<file path="src/rtl/sps_pkg.sv">
// Purpose: constants for the sram page select block
// Assumes: 8-bit register port, 3-bit page numbers, 256-byte pages
// Notes: Function
// Function
// - Normal accesses use current page when mode is 10b or 11b, else page 0.
// - Mode 00b sends every indexed access to page 0.
// - Mode 01b sends indexed accesses to stack page; normal stays page 0.
// - Mode 10b sends indexed accesses to index page; otherwise index page unused.
// - Mode 11b sends indexed accesses to the stack page.
// - Reset clears page mode to 00b, single-page behaviour.
// - Interrupt entry pushes flags then clears them, forcing mode 00b.
// - Interrupt return restores the pushed flags including page mode.
// - Indexed register-space accesses are never paged.
// - Current page holds 3 bits; never affects stack or indexed accesses.
// - Move-indirect pointer byte uses the normal-access page: current page in modes 10b/11b, else page 0.
// - Stack accesses always use stack page; stack page resets to 00h.
// - A stack page write affects the very next stack operation.
// - Move-indirect read data comes from move read page low bits.
// - Move-indirect write data goes to move write page low bits.
// - Move-indirect page pointers work regardless of page mode.
// - Four 8-bit scratch registers, user defined only.
// - Scratch registers reachable from either register bank.
// - Stack pointer wraps FFh/00h within its page, no carry to page.
package sps_pkg;
  localparam int PAGE_W = 3;
  localparam int OFS_W = 8;
  localparam int ADDR_W = PAGE_W + OFS_W;
  localparam logic [7:0] REG_CURRENT_PAGE = 8'hd0;
  localparam logic [7:0] REG_STACK_PAGE = 8'hd1;
  localparam logic [7:0] REG_INDEX_PAGE = 8'hd3;
  localparam logic [7:0] REG_MOVE_READ_PAGE = 8'hd4;
  localparam logic [7:0] REG_MOVE_WRITE_PAGE = 8'hd5;
  localparam logic [7:0] REG_SCRATCH_BASE = 8'h60;
  localparam logic [7:0] REG_SCRATCH_MASK = 8'hfc;
  localparam logic [PAGE_W-1:0] PAGE_RESET = 3'h0;
  localparam logic [PAGE_W-1:0] PAGE_ZERO = 3'h0;
  localparam logic [7:0] SCRATCH_RESET = 8'h00;
  localparam logic [7:0] SP_RESET = 8'h00;
  localparam logic [7:0] FLAGS_RESET = 8'h00;
  localparam int MODE_HI = 7;
  localparam int MODE_LO = 6;
  typedef enum logic [2:0] {
    SPS_ACC_NORMAL,
    SPS_ACC_INDEXED,
    SPS_ACC_STACK,
    SPS_ACC_MVI_PTR,
    SPS_ACC_MVI_READ,
    SPS_ACC_MVI_WRITE
  } sps_acc_e;
  typedef enum logic [1:0] {
    SPS_SP_HOLD,
    SPS_SP_INC,
    SPS_SP_DEC,
    SPS_SP_LOAD
  } sps_sp_op_e;
endpackage : sps_pkg

</file>
<file path="src/rtl/sps_sram_page_select.sv">
// Purpose: sram page selection, page pointer registers, flags save/restore, scratch registers
// Assumes: cpu sequencer presents one access per cycle; register port is synchronous
// Notes: outputs are registered, so the sram sees the address one cycle after the request
`timescale 1ns/1ps
`default_nettype none
module sps_sram_page_select #(
  parameter int SCRATCH_N = 4
) (
  input wire logic i_clk,
  input wire logic i_arst_n,
  // register port from the cpu
  input wire logic i_reg_wr,
  input wire logic i_reg_rd,
  input wire logic i_reg_bank,
  input wire logic [7:0] i_reg_addr,
  input wire logic [7:0] i_reg_wdata,
  output logic [7:0] o_reg_rdata,
  output logic o_reg_hit,
  // flag register control
  input wire logic i_flags_wr,
  input wire logic [7:0] i_flags_wdata,
  input wire logic i_irq_entry,
  input wire logic i_irq_return,
  input wire logic [7:0] i_irq_return_flags,
  output logic [7:0] o_flags,
  output logic [7:0] o_flags_push,
  output logic o_flags_push_valid,
  // stack pointer control
  input wire sps_pkg::sps_sp_op_e i_sp_op,
  input wire logic [7:0] i_sp_load,
  output logic [7:0] o_stack_pointer_reg,
  // memory access request
  input wire logic i_acc_valid,
  input wire logic i_acc_regspace,
  input wire sps_pkg::sps_acc_e i_acc_kind,
  input wire logic [sps_pkg::OFS_W-1:0] i_acc_offset,
  output logic o_sram_valid,
  output logic [sps_pkg::ADDR_W-1:0] o_sram_addr,
  output logic o_reg_space_valid,
  output logic [sps_pkg::OFS_W-1:0] o_reg_space_addr
);
  import sps_pkg::*;

  initial begin
    if (SCRATCH_N != 4) begin
      $error("scratch register count must be 4");
    end
  end

  logic [PAGE_W-1:0] current_page;
  logic [PAGE_W-1:0] stack_page;
  logic [PAGE_W-1:0] index_page;
  logic [PAGE_W-1:0] move_read_page;
  logic [PAGE_W-1:0] move_write_page;
  logic [7:0] flags;
  logic [7:0] stack_pointer;
  logic [7:0] scratch [SCRATCH_N];

  function automatic logic [7:0] pad_page(input logic [PAGE_W-1:0] p);
    pad_page = {{(8 - PAGE_W){1'b0}}, p};
  endfunction : pad_page

  // pages live in the low bits, reserved upper bits read zero
  wire logic sel_cur = i_reg_addr == REG_CURRENT_PAGE;
  wire logic sel_stk = i_reg_addr == REG_STACK_PAGE;
  wire logic sel_idx = i_reg_addr == REG_INDEX_PAGE;
  wire logic sel_mvr = i_reg_addr == REG_MOVE_READ_PAGE;
  wire logic sel_mvw = i_reg_addr == REG_MOVE_WRITE_PAGE;
  // paging registers sit in bank 0 only
  wire logic bank0 = !i_reg_bank;
  // scratch decode ignores the bank bit
  wire logic sel_scr = (i_reg_addr & REG_SCRATCH_MASK) == REG_SCRATCH_BASE;
  wire logic [1:0] scr_idx = i_reg_addr[1:0];
  wire logic pg_hit = bank0 && (sel_cur || sel_stk || sel_idx || sel_mvr || sel_mvw);
  wire logic any_hit = pg_hit || sel_scr;

  logic [7:0] next_rdata;
  always_comb begin
    next_rdata = 8'h00;
    if (sel_scr) begin
      next_rdata = scratch[scr_idx];
    end else if (bank0 && sel_cur) begin
      next_rdata = pad_page(current_page);
    end else if (bank0 && sel_stk) begin
      next_rdata = pad_page(stack_page);
    end else if (bank0 && sel_idx) begin
      next_rdata = pad_page(index_page);
    end else if (bank0 && sel_mvr) begin
      next_rdata = pad_page(move_read_page);
    end else if (bank0 && sel_mvw) begin
      next_rdata = pad_page(move_write_page);
    end
  end

  // page pointer registers; reserved bits are dropped on write (software writes zero)
  always_ff @(posedge i_clk or negedge i_arst_n) begin
    if (!i_arst_n) begin
      current_page <= PAGE_RESET;
      stack_page <= PAGE_RESET;
      index_page <= PAGE_RESET;
      move_read_page <= PAGE_RESET;
      move_write_page <= PAGE_RESET;
    end else if (i_reg_wr && bank0) begin
      if (sel_cur) begin
        current_page <= i_reg_wdata[PAGE_W-1:0];
      end
      if (sel_stk) begin
        stack_page <= i_reg_wdata[PAGE_W-1:0];
      end
      if (sel_idx) begin
        index_page <= i_reg_wdata[PAGE_W-1:0];
      end
      if (sel_mvr) begin
        move_read_page <= i_reg_wdata[PAGE_W-1:0];
      end
      if (sel_mvw) begin
        move_write_page <= i_reg_wdata[PAGE_W-1:0];
      end
    end
  end

  always_ff @(posedge i_clk or negedge i_arst_n) begin
    if (!i_arst_n) begin
      for (int k = 0; k < SCRATCH_N; k++) begin
        scratch[k] <= SCRATCH_RESET;
      end
    end else if (i_reg_wr && sel_scr) begin
      scratch[scr_idx] <= i_reg_wdata;
    end
  end

  // flags: entry saves then clears, return restores; entry wins over a plain write
  logic [7:0] next_flags;
  always_comb begin
    next_flags = flags;
    if (i_irq_entry) begin
      next_flags = FLAGS_RESET;
    end else if (i_irq_return) begin
      next_flags = i_irq_return_flags;
    end else if (i_flags_wr) begin
      next_flags = i_flags_wdata;
    end
  end

  always_ff @(posedge i_clk or negedge i_arst_n) begin
    if (!i_arst_n) begin
      flags <= FLAGS_RESET;
      o_flags_push <= FLAGS_RESET;
      o_flags_push_valid <= 1'b0;
    end else begin
      flags <= next_flags;
      o_flags_push <= flags;
      o_flags_push_valid <= i_irq_entry;
    end
  end

  // stack pointer stays 8 bits, so it wraps inside its page
  logic [7:0] next_sp;
  always_comb begin
    case (i_sp_op)
      SPS_SP_HOLD: next_sp = stack_pointer;
      SPS_SP_INC: next_sp = stack_pointer + 8'h01;
      SPS_SP_DEC: next_sp = stack_pointer - 8'h01;
      SPS_SP_LOAD: next_sp = i_sp_load;
      default: next_sp = stack_pointer;
    endcase
  end

  always_ff @(posedge i_clk or negedge i_arst_n) begin
    if (!i_arst_n) begin
      stack_pointer <= SP_RESET;
    end else begin
      stack_pointer <= next_sp;
    end
  end

  // a same-cycle stack page write is forwarded so the next stack access sees it
  wire logic stk_wr_now = i_reg_wr && bank0 && sel_stk;
  wire logic [PAGE_W-1:0] eff_stack_page = stk_wr_now ? i_reg_wdata[PAGE_W-1:0] : stack_page;

  wire logic [PAGE_W-1:0] sel_page;
  sps_page_mux u_mux (
    .i_page_mode(flags[MODE_HI:MODE_LO]),
    .i_kind(i_acc_kind),
    .i_current_page(current_page),
    .i_stack_page(eff_stack_page),
    .i_index_page(index_page),
    .i_move_read_page(move_read_page),
    .i_move_write_page(move_write_page),
    .o_page(sel_page)
  );

  // register space accesses bypass paging entirely
  wire logic to_regs = i_acc_valid && i_acc_regspace;
  wire logic to_sram = i_acc_valid && !i_acc_regspace;

  always_ff @(posedge i_clk or negedge i_arst_n) begin
    if (!i_arst_n) begin
      o_sram_valid <= 1'b0;
      o_sram_addr <= '0;
      o_reg_space_valid <= 1'b0;
      o_reg_space_addr <= '0;
      o_reg_rdata <= 8'h00;
      o_reg_hit <= 1'b0;
    end else begin
      o_sram_valid <= to_sram;
      if (to_sram) begin
        o_sram_addr <= {sel_page, i_acc_offset};
      end
      o_reg_space_valid <= to_regs;
      if (to_regs) begin
        o_reg_space_addr <= i_acc_offset;
      end
      o_reg_rdata <= i_reg_rd ? next_rdata : 8'h00;
      o_reg_hit <= (i_reg_rd || i_reg_wr) && any_hit;
    end
  end

  assign o_flags = flags;
  assign o_stack_pointer_reg = stack_pointer;
endmodule : sps_sram_page_select
`default_nettype wire

</file>
<file path="src/rtl/sps_page_mux.sv">
// Purpose: combinational choice of the sram page for one access
// Assumes: all inputs settle within the cycle
// Notes: no state
`timescale 1ns/1ps
`default_nettype none
module sps_page_mux (
  input wire logic [1:0] i_page_mode,
  input wire sps_pkg::sps_acc_e i_kind,
  input wire logic [sps_pkg::PAGE_W-1:0] i_current_page,
  input wire logic [sps_pkg::PAGE_W-1:0] i_stack_page,
  input wire logic [sps_pkg::PAGE_W-1:0] i_index_page,
  input wire logic [sps_pkg::PAGE_W-1:0] i_move_read_page,
  input wire logic [sps_pkg::PAGE_W-1:0] i_move_write_page,
  output logic [sps_pkg::PAGE_W-1:0] o_page
);
  import sps_pkg::*;
  wire logic [PAGE_W-1:0] normal_page;
  logic [PAGE_W-1:0] indexed_page;
  // upper mode bit alone enables the current page
  assign normal_page = i_page_mode[1] ? i_current_page : PAGE_ZERO;
  always_comb begin
    case (i_page_mode)
      2'b00: indexed_page = PAGE_ZERO;
      2'b01: indexed_page = i_stack_page;
      2'b10: indexed_page = i_index_page;
      2'b11: indexed_page = i_stack_page;
      default: indexed_page = PAGE_ZERO;
    endcase
  end
  always_comb begin
    case (i_kind)
      SPS_ACC_NORMAL: o_page = normal_page;
      SPS_ACC_INDEXED: o_page = indexed_page;
      SPS_ACC_STACK: o_page = i_stack_page;
      SPS_ACC_MVI_PTR: o_page = normal_page;
      SPS_ACC_MVI_READ: o_page = i_move_read_page;
      SPS_ACC_MVI_WRITE: o_page = i_move_write_page;
      default: o_page = PAGE_ZERO;
    endcase
  end
endmodule : sps_page_mux
`default_nettype wire

</file>
<file path="config.mk">
export PLATFORM = sky130hd
export DESIGN_NAME = sps_sram_page_select
export DESIGN_NICKNAME = d
export VERILOG_FILES = /design/src/rtl/sps_pkg.sv /design/src/rtl/sps_sram_page_select.sv /design/src/rtl/sps_page_mux.sv
export SDC_FILE = /design/constraint.sdc
export NUM_CORES = 1
export LEC_CHECK = 0
export BUFFER_PORTS_ARGS = -buffer_cell sky130_fd_sc_hd__buf_2
export CAP_MARGIN = 30
export CORE_MARGIN = 2
export CORE_UTILIZATION = 50
export DETAILED_ROUTE_END_ITERATION = 7
export PLACE_DENSITY = 0.76
export SYNTH_ARGS = -nofsm -noshare
export SYNTH_HDL_FRONTEND = slang
export SYNTH_SLANG_ARGS = --single-unit
</file>
<file path="constraint.sdc">
create_clock -name i_clk -period 2.6 [get_ports i_clk]
set_input_delay 0.52 -clock i_clk [delete_from_list [all_inputs] [get_ports i_clk]]
set_output_delay 0.52 -clock i_clk [all_outputs]
set_load 0.02 [all_outputs]
</file>
# ---- After elaboration in Yosys (flattened, before gate mapping)
# Cells that the tools add are included.
dict set report word_totals {
  register_bits 102
  latch_bits 0
  ramBits 0
  rom_bits 0
  input_bits 63
  out_inout_bits 55
  mem_count 0
}
dict set report op_classes {
  add_sub_neg 2
  n_mul 0
  div 0
  magnitude_cmp 2
  n_eq_ne 17
  shifts 0
  muxes 21
  n_bitwise 1
  reduce_logical 32
}
# operator n
set ops {}
lappend ops {{two-way mux 8 bit} 10}
lappend ops {{equality test 8 bit, second input constant} 5}
lappend ops {{bitwise mux 32 bit} 1}
lappend ops {{one-hot mux 8 bit (3 select lines)} 1}
lappend ops {{binary-select mux 8 bit (select 2 bit)} 1}
lappend ops {{demux 8 bit (select 2 bit)} 1}
lappend ops {{two-way mux 3 bit} 5}
lappend ops {{one-hot mux 3 bit (5 select lines)} 1}
lappend ops {{logical AND 1 bit} 13}
lappend ops {{AND reduction 2 bit} 5}
lappend ops {{one-hot mux 3 bit (3 select lines)} 1}
lappend ops {{adder 8 x 1 -> 8 bit, second input constant} 1}
lappend ops {{equality test 2 bit, second input constant} 4}
lappend ops {{subtractor 8 x 1 -> 8 bit, second input constant} 1}
lappend ops {{equality test 3 x 2 -> 1 bit, second input constant} 2}
lappend ops {{equality test 3 bit, second input constant} 2}
lappend ops {{equality test 6 x 5 -> 1 bit, second input constant} 1}
lappend ops {{logical OR 1 bit} 6}
lappend ops {{equality test 2 x 1 -> 1 bit, second input constant} 2}
lappend ops {{zero test 2 bit} 2}
lappend ops {{OR reduction 2 bit} 2}
lappend ops {{equality test 3 x 1 -> 1 bit, second input constant} 1}
lappend ops {{>= comparator 3 bit, second input constant} 1}
lappend ops {{zero test 3 bit} 1}
lappend ops {{other kinds (4)} 5}

# ---- Logic depth before layout (Yosys ltp)
dict set report logic_depth {
  word_depth 9
  mapped_depth 9
}

# ---- By module
# Synthesis repeated with hierarchy kept, for this count alone.
dict set report hier_totals {
  cells_unflattened 383
  hier_area_um2 4863.4
}
# module n_inst cells_per_inst area_per_inst_um2 seq_area_each_um2
set modules_own_cells {}
lappend modules_own_cells {sps_sram_page_select 1 359 4675.7 2552.4}
lappend modules_own_cells {sps_page_mux 1 24 187.7 0.0}

# ---- Worst setup path after synthesis
# No wires, ideal clock.
dict set report synth_timing {
  path_type {input -> register}
  from {input i_sp_op[0]}
  to {register stack_pointer[7] (netlist: o_stack_pointer_reg[7])}
  setup_ns 0.094
  arrival_ns 2.310
  required_ns 2.506
  path_slack_ns 0.196
  stages 9
  n_path_buf 0
  path_cell_list {inv_1 > nand2_1 > inv_1 > ha_1 > and2_1 > a221o_1 > o41a_1 > nor3b_1 > a211oi_1}
}
dict set report synth_between {
  elab_chain_cells 2
  word_cells_on_any_way 5
  classes_between {eq/ne (3); mux (1); reduce/logical (1)}
}
# item line_no
set synth_rtl {}
lappend synth_rtl {{from (decl)} sps_sram_page_select.sv:29} ;# input wire sps_pkg::sps_sp_op_e i_sp_op,
lappend synth_rtl {{equality test 2 bit or equality test 2 x 1 -> 1 bit (tied branches)} sps_sram_page_select.sv:160} ;# case (i_sp_op)
lappend synth_rtl {{one-hot mux 8 bit (3 select lines)} sps_sram_page_select.sv:160}
lappend synth_rtl {{to (signal assigned)} sps_sram_page_select.sv:173} ;# stack_pointer <= next_sp;
lappend synth_rtl {{to (decl)} sps_sram_page_select.sv:56} ;# logic [7:0] stack_pointer;
# Parallel ways exist; a longest one is shown, timed or not.
# A chain may end at the register's enable or synchronous reset.

# ---- Worst setup path in the final report
# Same ends and word-level chain as after synthesis.

==> results.md <==
* Status: finished, final reports clean
* Placed Instance Area at approximately 5500 um2
* Yosys top cell by area: dfrtp_1
* Via count at about 3,500
* Leak pwr at 2.90 nW
* Initial antenna violation count at 0
* Synthesized flop and latch total at around 100
* EDFF count, synth at 0
* WS Path Type: input pin to flip-flop
* Starting DRT DRC Count at approximately 180
* Final ANT Viol Nets at 0
* Routed wire length at between 10,000 and 15,000 um
* Syn Nets at 450
* Final hold vios at 0
* # DRC at 0
* Clk sinks at between 100 and 150
* Worst vdd ir at 0.416 mV
* Worst setup margin at roughly 0.38 ns
* Count leader, synth: dfrtp_1
* Postcts setup bufs at 0
* Arrival time worst endpoint at approximately 2.5 ns
* Most common cell on crit path: inv_1
* Site Rows at 35
* Congestion Overflow GR at 0
* RSZ-0062 raised after global routing: no
* Synth top area cells: dfrtp_1, mux2_2, mux4_2
* Post-synth top area share at around 54%
* Yosys cell types at 49
* All-Layer GR Usage at approximately 21%
* Die X at between 100 and 150 um
* Clock power share at 26.6%
* CP Capture Type: flip-flop
* Initial Util at 51.4%
* Largest registers: scratch (32), o_sram_addr (11)
* Slowest cell on crit path: o41a_1
* Async SR Flop Fraction at 100%
* DPL Wire Length at 7590 um
* Logic pwr share at around 22%
* Slew margin rel. at roughly 64%
* First drt pass iteration count at 4
* Setup TNS at 0 ns
* Post-Synthesis Cell Area at roughly 4800 um2
* H-tree Lvls at 3
* Hold Crit Class: input pin to asynchronous set/reset pin
* Post-Syn Instances at between 300 and 400
* Power share of the sequential group at roughly half
* Worst-path fanout max at 3
* Critical Path Max Stage Delay at 0.43 ns
* Layout cells sized above 1 at a little over two fifths
* Pre-CTS WS at 0.00956 ns
* Final Max Slew Viols at 0
* Post-cts resize count at 0
* Critical Path RT at 2.87 ns
* Top cells by count, synth: dfrtp_1, mux2_2, nor2_1
* Min Clock Period, post-route at 2.22 ns
* Nets at between 500 and 600
* Fin cells at 635
* Worst setup SP type: input pin
* Power Dens Cells at about 610 nW/um2
* Switch share at between 30 and 40%
* Critical path cell sequence: buf_2 > inv_1 > nand2_1 > inv_1 > ha_1 > and2_1 > a221o_1 > o41a_1 > mux2i_1 > a211oi_1
* # fillers at between 700 and 800
* Top_reg_cell synth: dfrtp_1
* Placed insts at slightly above 600
* Number of vias per cell at about 5.5
* GP Congestion at between 0.9 and 1
* Max reg flops at 32
* Final total power at roughly 3.5 mW
* Worst-Skew Late Latency at ~0.36 ns
* Total clock buffers created by CTS at 9
* Die height at slightly above 100 um
* Maximum buffer depth of the clock tree at 2
* Max Cap Viol at 0
* First-pass GRT wire length at 16,500 um
* # setup viols final at 0
* Layout area overhead at 19.7%
* CTS tree: built
* Synth warnings at 0
* Tightest Pin Transition at between 0.5 and 0.6 ns
* Port bufs at roughly 120
* Routed WL per cell at 16.5 um
* Number of hold buffers added after CTS at 0
* Io pins at 118
* Sequential share of the synthesized area at 53.7%
* Design Area, Final at roughly 5700 um2
* Fmax achieved at roughly 450 MHz
* Int Pwr at between 2 and 2.5 mW
* Clock slew at reported path FFs at roughly 0.10 ns
* Syn Area/Cell at around 13 um2
* Core area at slightly above 9000 um2
* Clk_skew at about 0.0074 ns
* Fin crit share at a little under nine tenths
* Top reg by flops: scratch
* Inserted Diodes at 0
* Vias in the first global route at between 3,000 and 4,000
* Clk root buf: clkbuf_8
* Total net switching power at about 1.1 mW
* DIE AREA at approximately 10,000 um2
* Pin count of the biggest net entering global routing at 103
[power groups by stage]
| stage | Sequential [mW] | Clock [mW] | Combinational [mW] |
|---|---|---|---|
| after floorplan | 1.92 | 0 | 0.375 |
| final | 1.79 | 0.925 | 0.758 |
| after CTS | 1.79 | 0.952 | 0.764 |
| after detailed placement | 1.82 | 0 | 0.762 |
| after global routing | 1.81 | 1.03 | 0.836 |
| after global placement | 1.81 | 0 | 0.740 |
[metal layers]
layer  GRT usage, %  routed length, um
met1           28.8               4840
met2           33.7               4910
met3           4.14                681
met4           5.82                 67
met5              0                  0
[layout by cell type, fill, tap and decap left out, types with 3 or more instances in the layout]
cell type  instances
a221oi_1           3
nor2b_1            6
nor3b_1            5
nand2_1           23
nand2b_1           4
nor2_1            24
a21oi_1           22
o22ai_1            3
mux2_4             8
mux2i_1           17
mux2_2            53
dfrtp_1          102
clkbuf_8           9
a22oi_1            5
and2_1             3
nand3_1            6
buf_2            116
o221ai_1           5
a31oi_1            6
and3_1             7
or3_1              4
o21ai_0            7
mux4_2             8
buf_4              9
ha_1               6
inv_1             11
[worst max-delay path: cells and delay by family]
| kind | cells | cell delay, ns |
|---|---|---|
| compound gates | 3 | 1.01 |
| fa+ha+maj | 1 | 0.27 |
| buf+inv | 3 | 0.28 |
| mux | 1 | 0.14 |
| simple gates | 2 | 0.27 |
[through the flow]
step	hold WS [ns]	util [%]
floorplan	0.224	-
finish	0.177	61.5
global route	0.213	61.5
detailed placement	0.393	59.6
CTS	0.224	61.5
global placement	0.385	59.6
[worst paths after layout]
check / endpoint / slack (ns) / cells after the start / start
max in group asynchronous: scratch[7]$_DFFE_PN0P_ / 1.99 / 2 / i_arst_n
hold / removal: o_sram_addr[4]$_DFFE_PN0P_ / 0.18 / 2 / i_arst_n
hold reg to reg: o_flags_push[2]$_DFF_PN0_ / 0.41 / 0 / o_flags[2]$_DFFE_PN0P_
setup / recovery: o_stack_pointer_reg[7]$_DFFE_PN0P_ / 0.38 / 10 / i_sp_op[0]
min in group i_clk: o_flags_push_valid$_DFF_PN0_ / 0.37 / 1 / i_irq_entry
setup reg to reg: o_stack_pointer_reg[7]$_DFFE_PN0P_ / 0.42 / 6 / o_stack_pointer_reg[4]$_DFFE_PN0P_
[final cells by class]
type | instances | area [um2] | area share (%)
clock buffers | 9 | 124 | 2.18
clock inverters | 6 | 53.8 | 0.946
inverters | 11 | 41.3 | 0.726
multi-input cells | 252 | 2080 | 36.7
flip-flops and latches | 102 | 2550 | 44.9
well taps | 129 | 161 | 2.84
repair buffers | 126 | 668 | 11.8
[logic make-up (layout without fill, tap and decap cells)]
logic type / after synthesis / in the layout / synth area share [%]
DFF: 102 / 102 / 53.7
and+or+nand+nor: 93 / 93 / 10.2
muxes: 86 / 86 / 22.5
AOI/OAI and AO/OA: 63 / 63 / 8.64
buffers and inverters: 26 / 152 / 2.40
adders and majority gates: 7 / 7 / 2.00
xor gates and xnor gates: 3 / 3 / 0.553
Power figures use the tool's default switching activity.
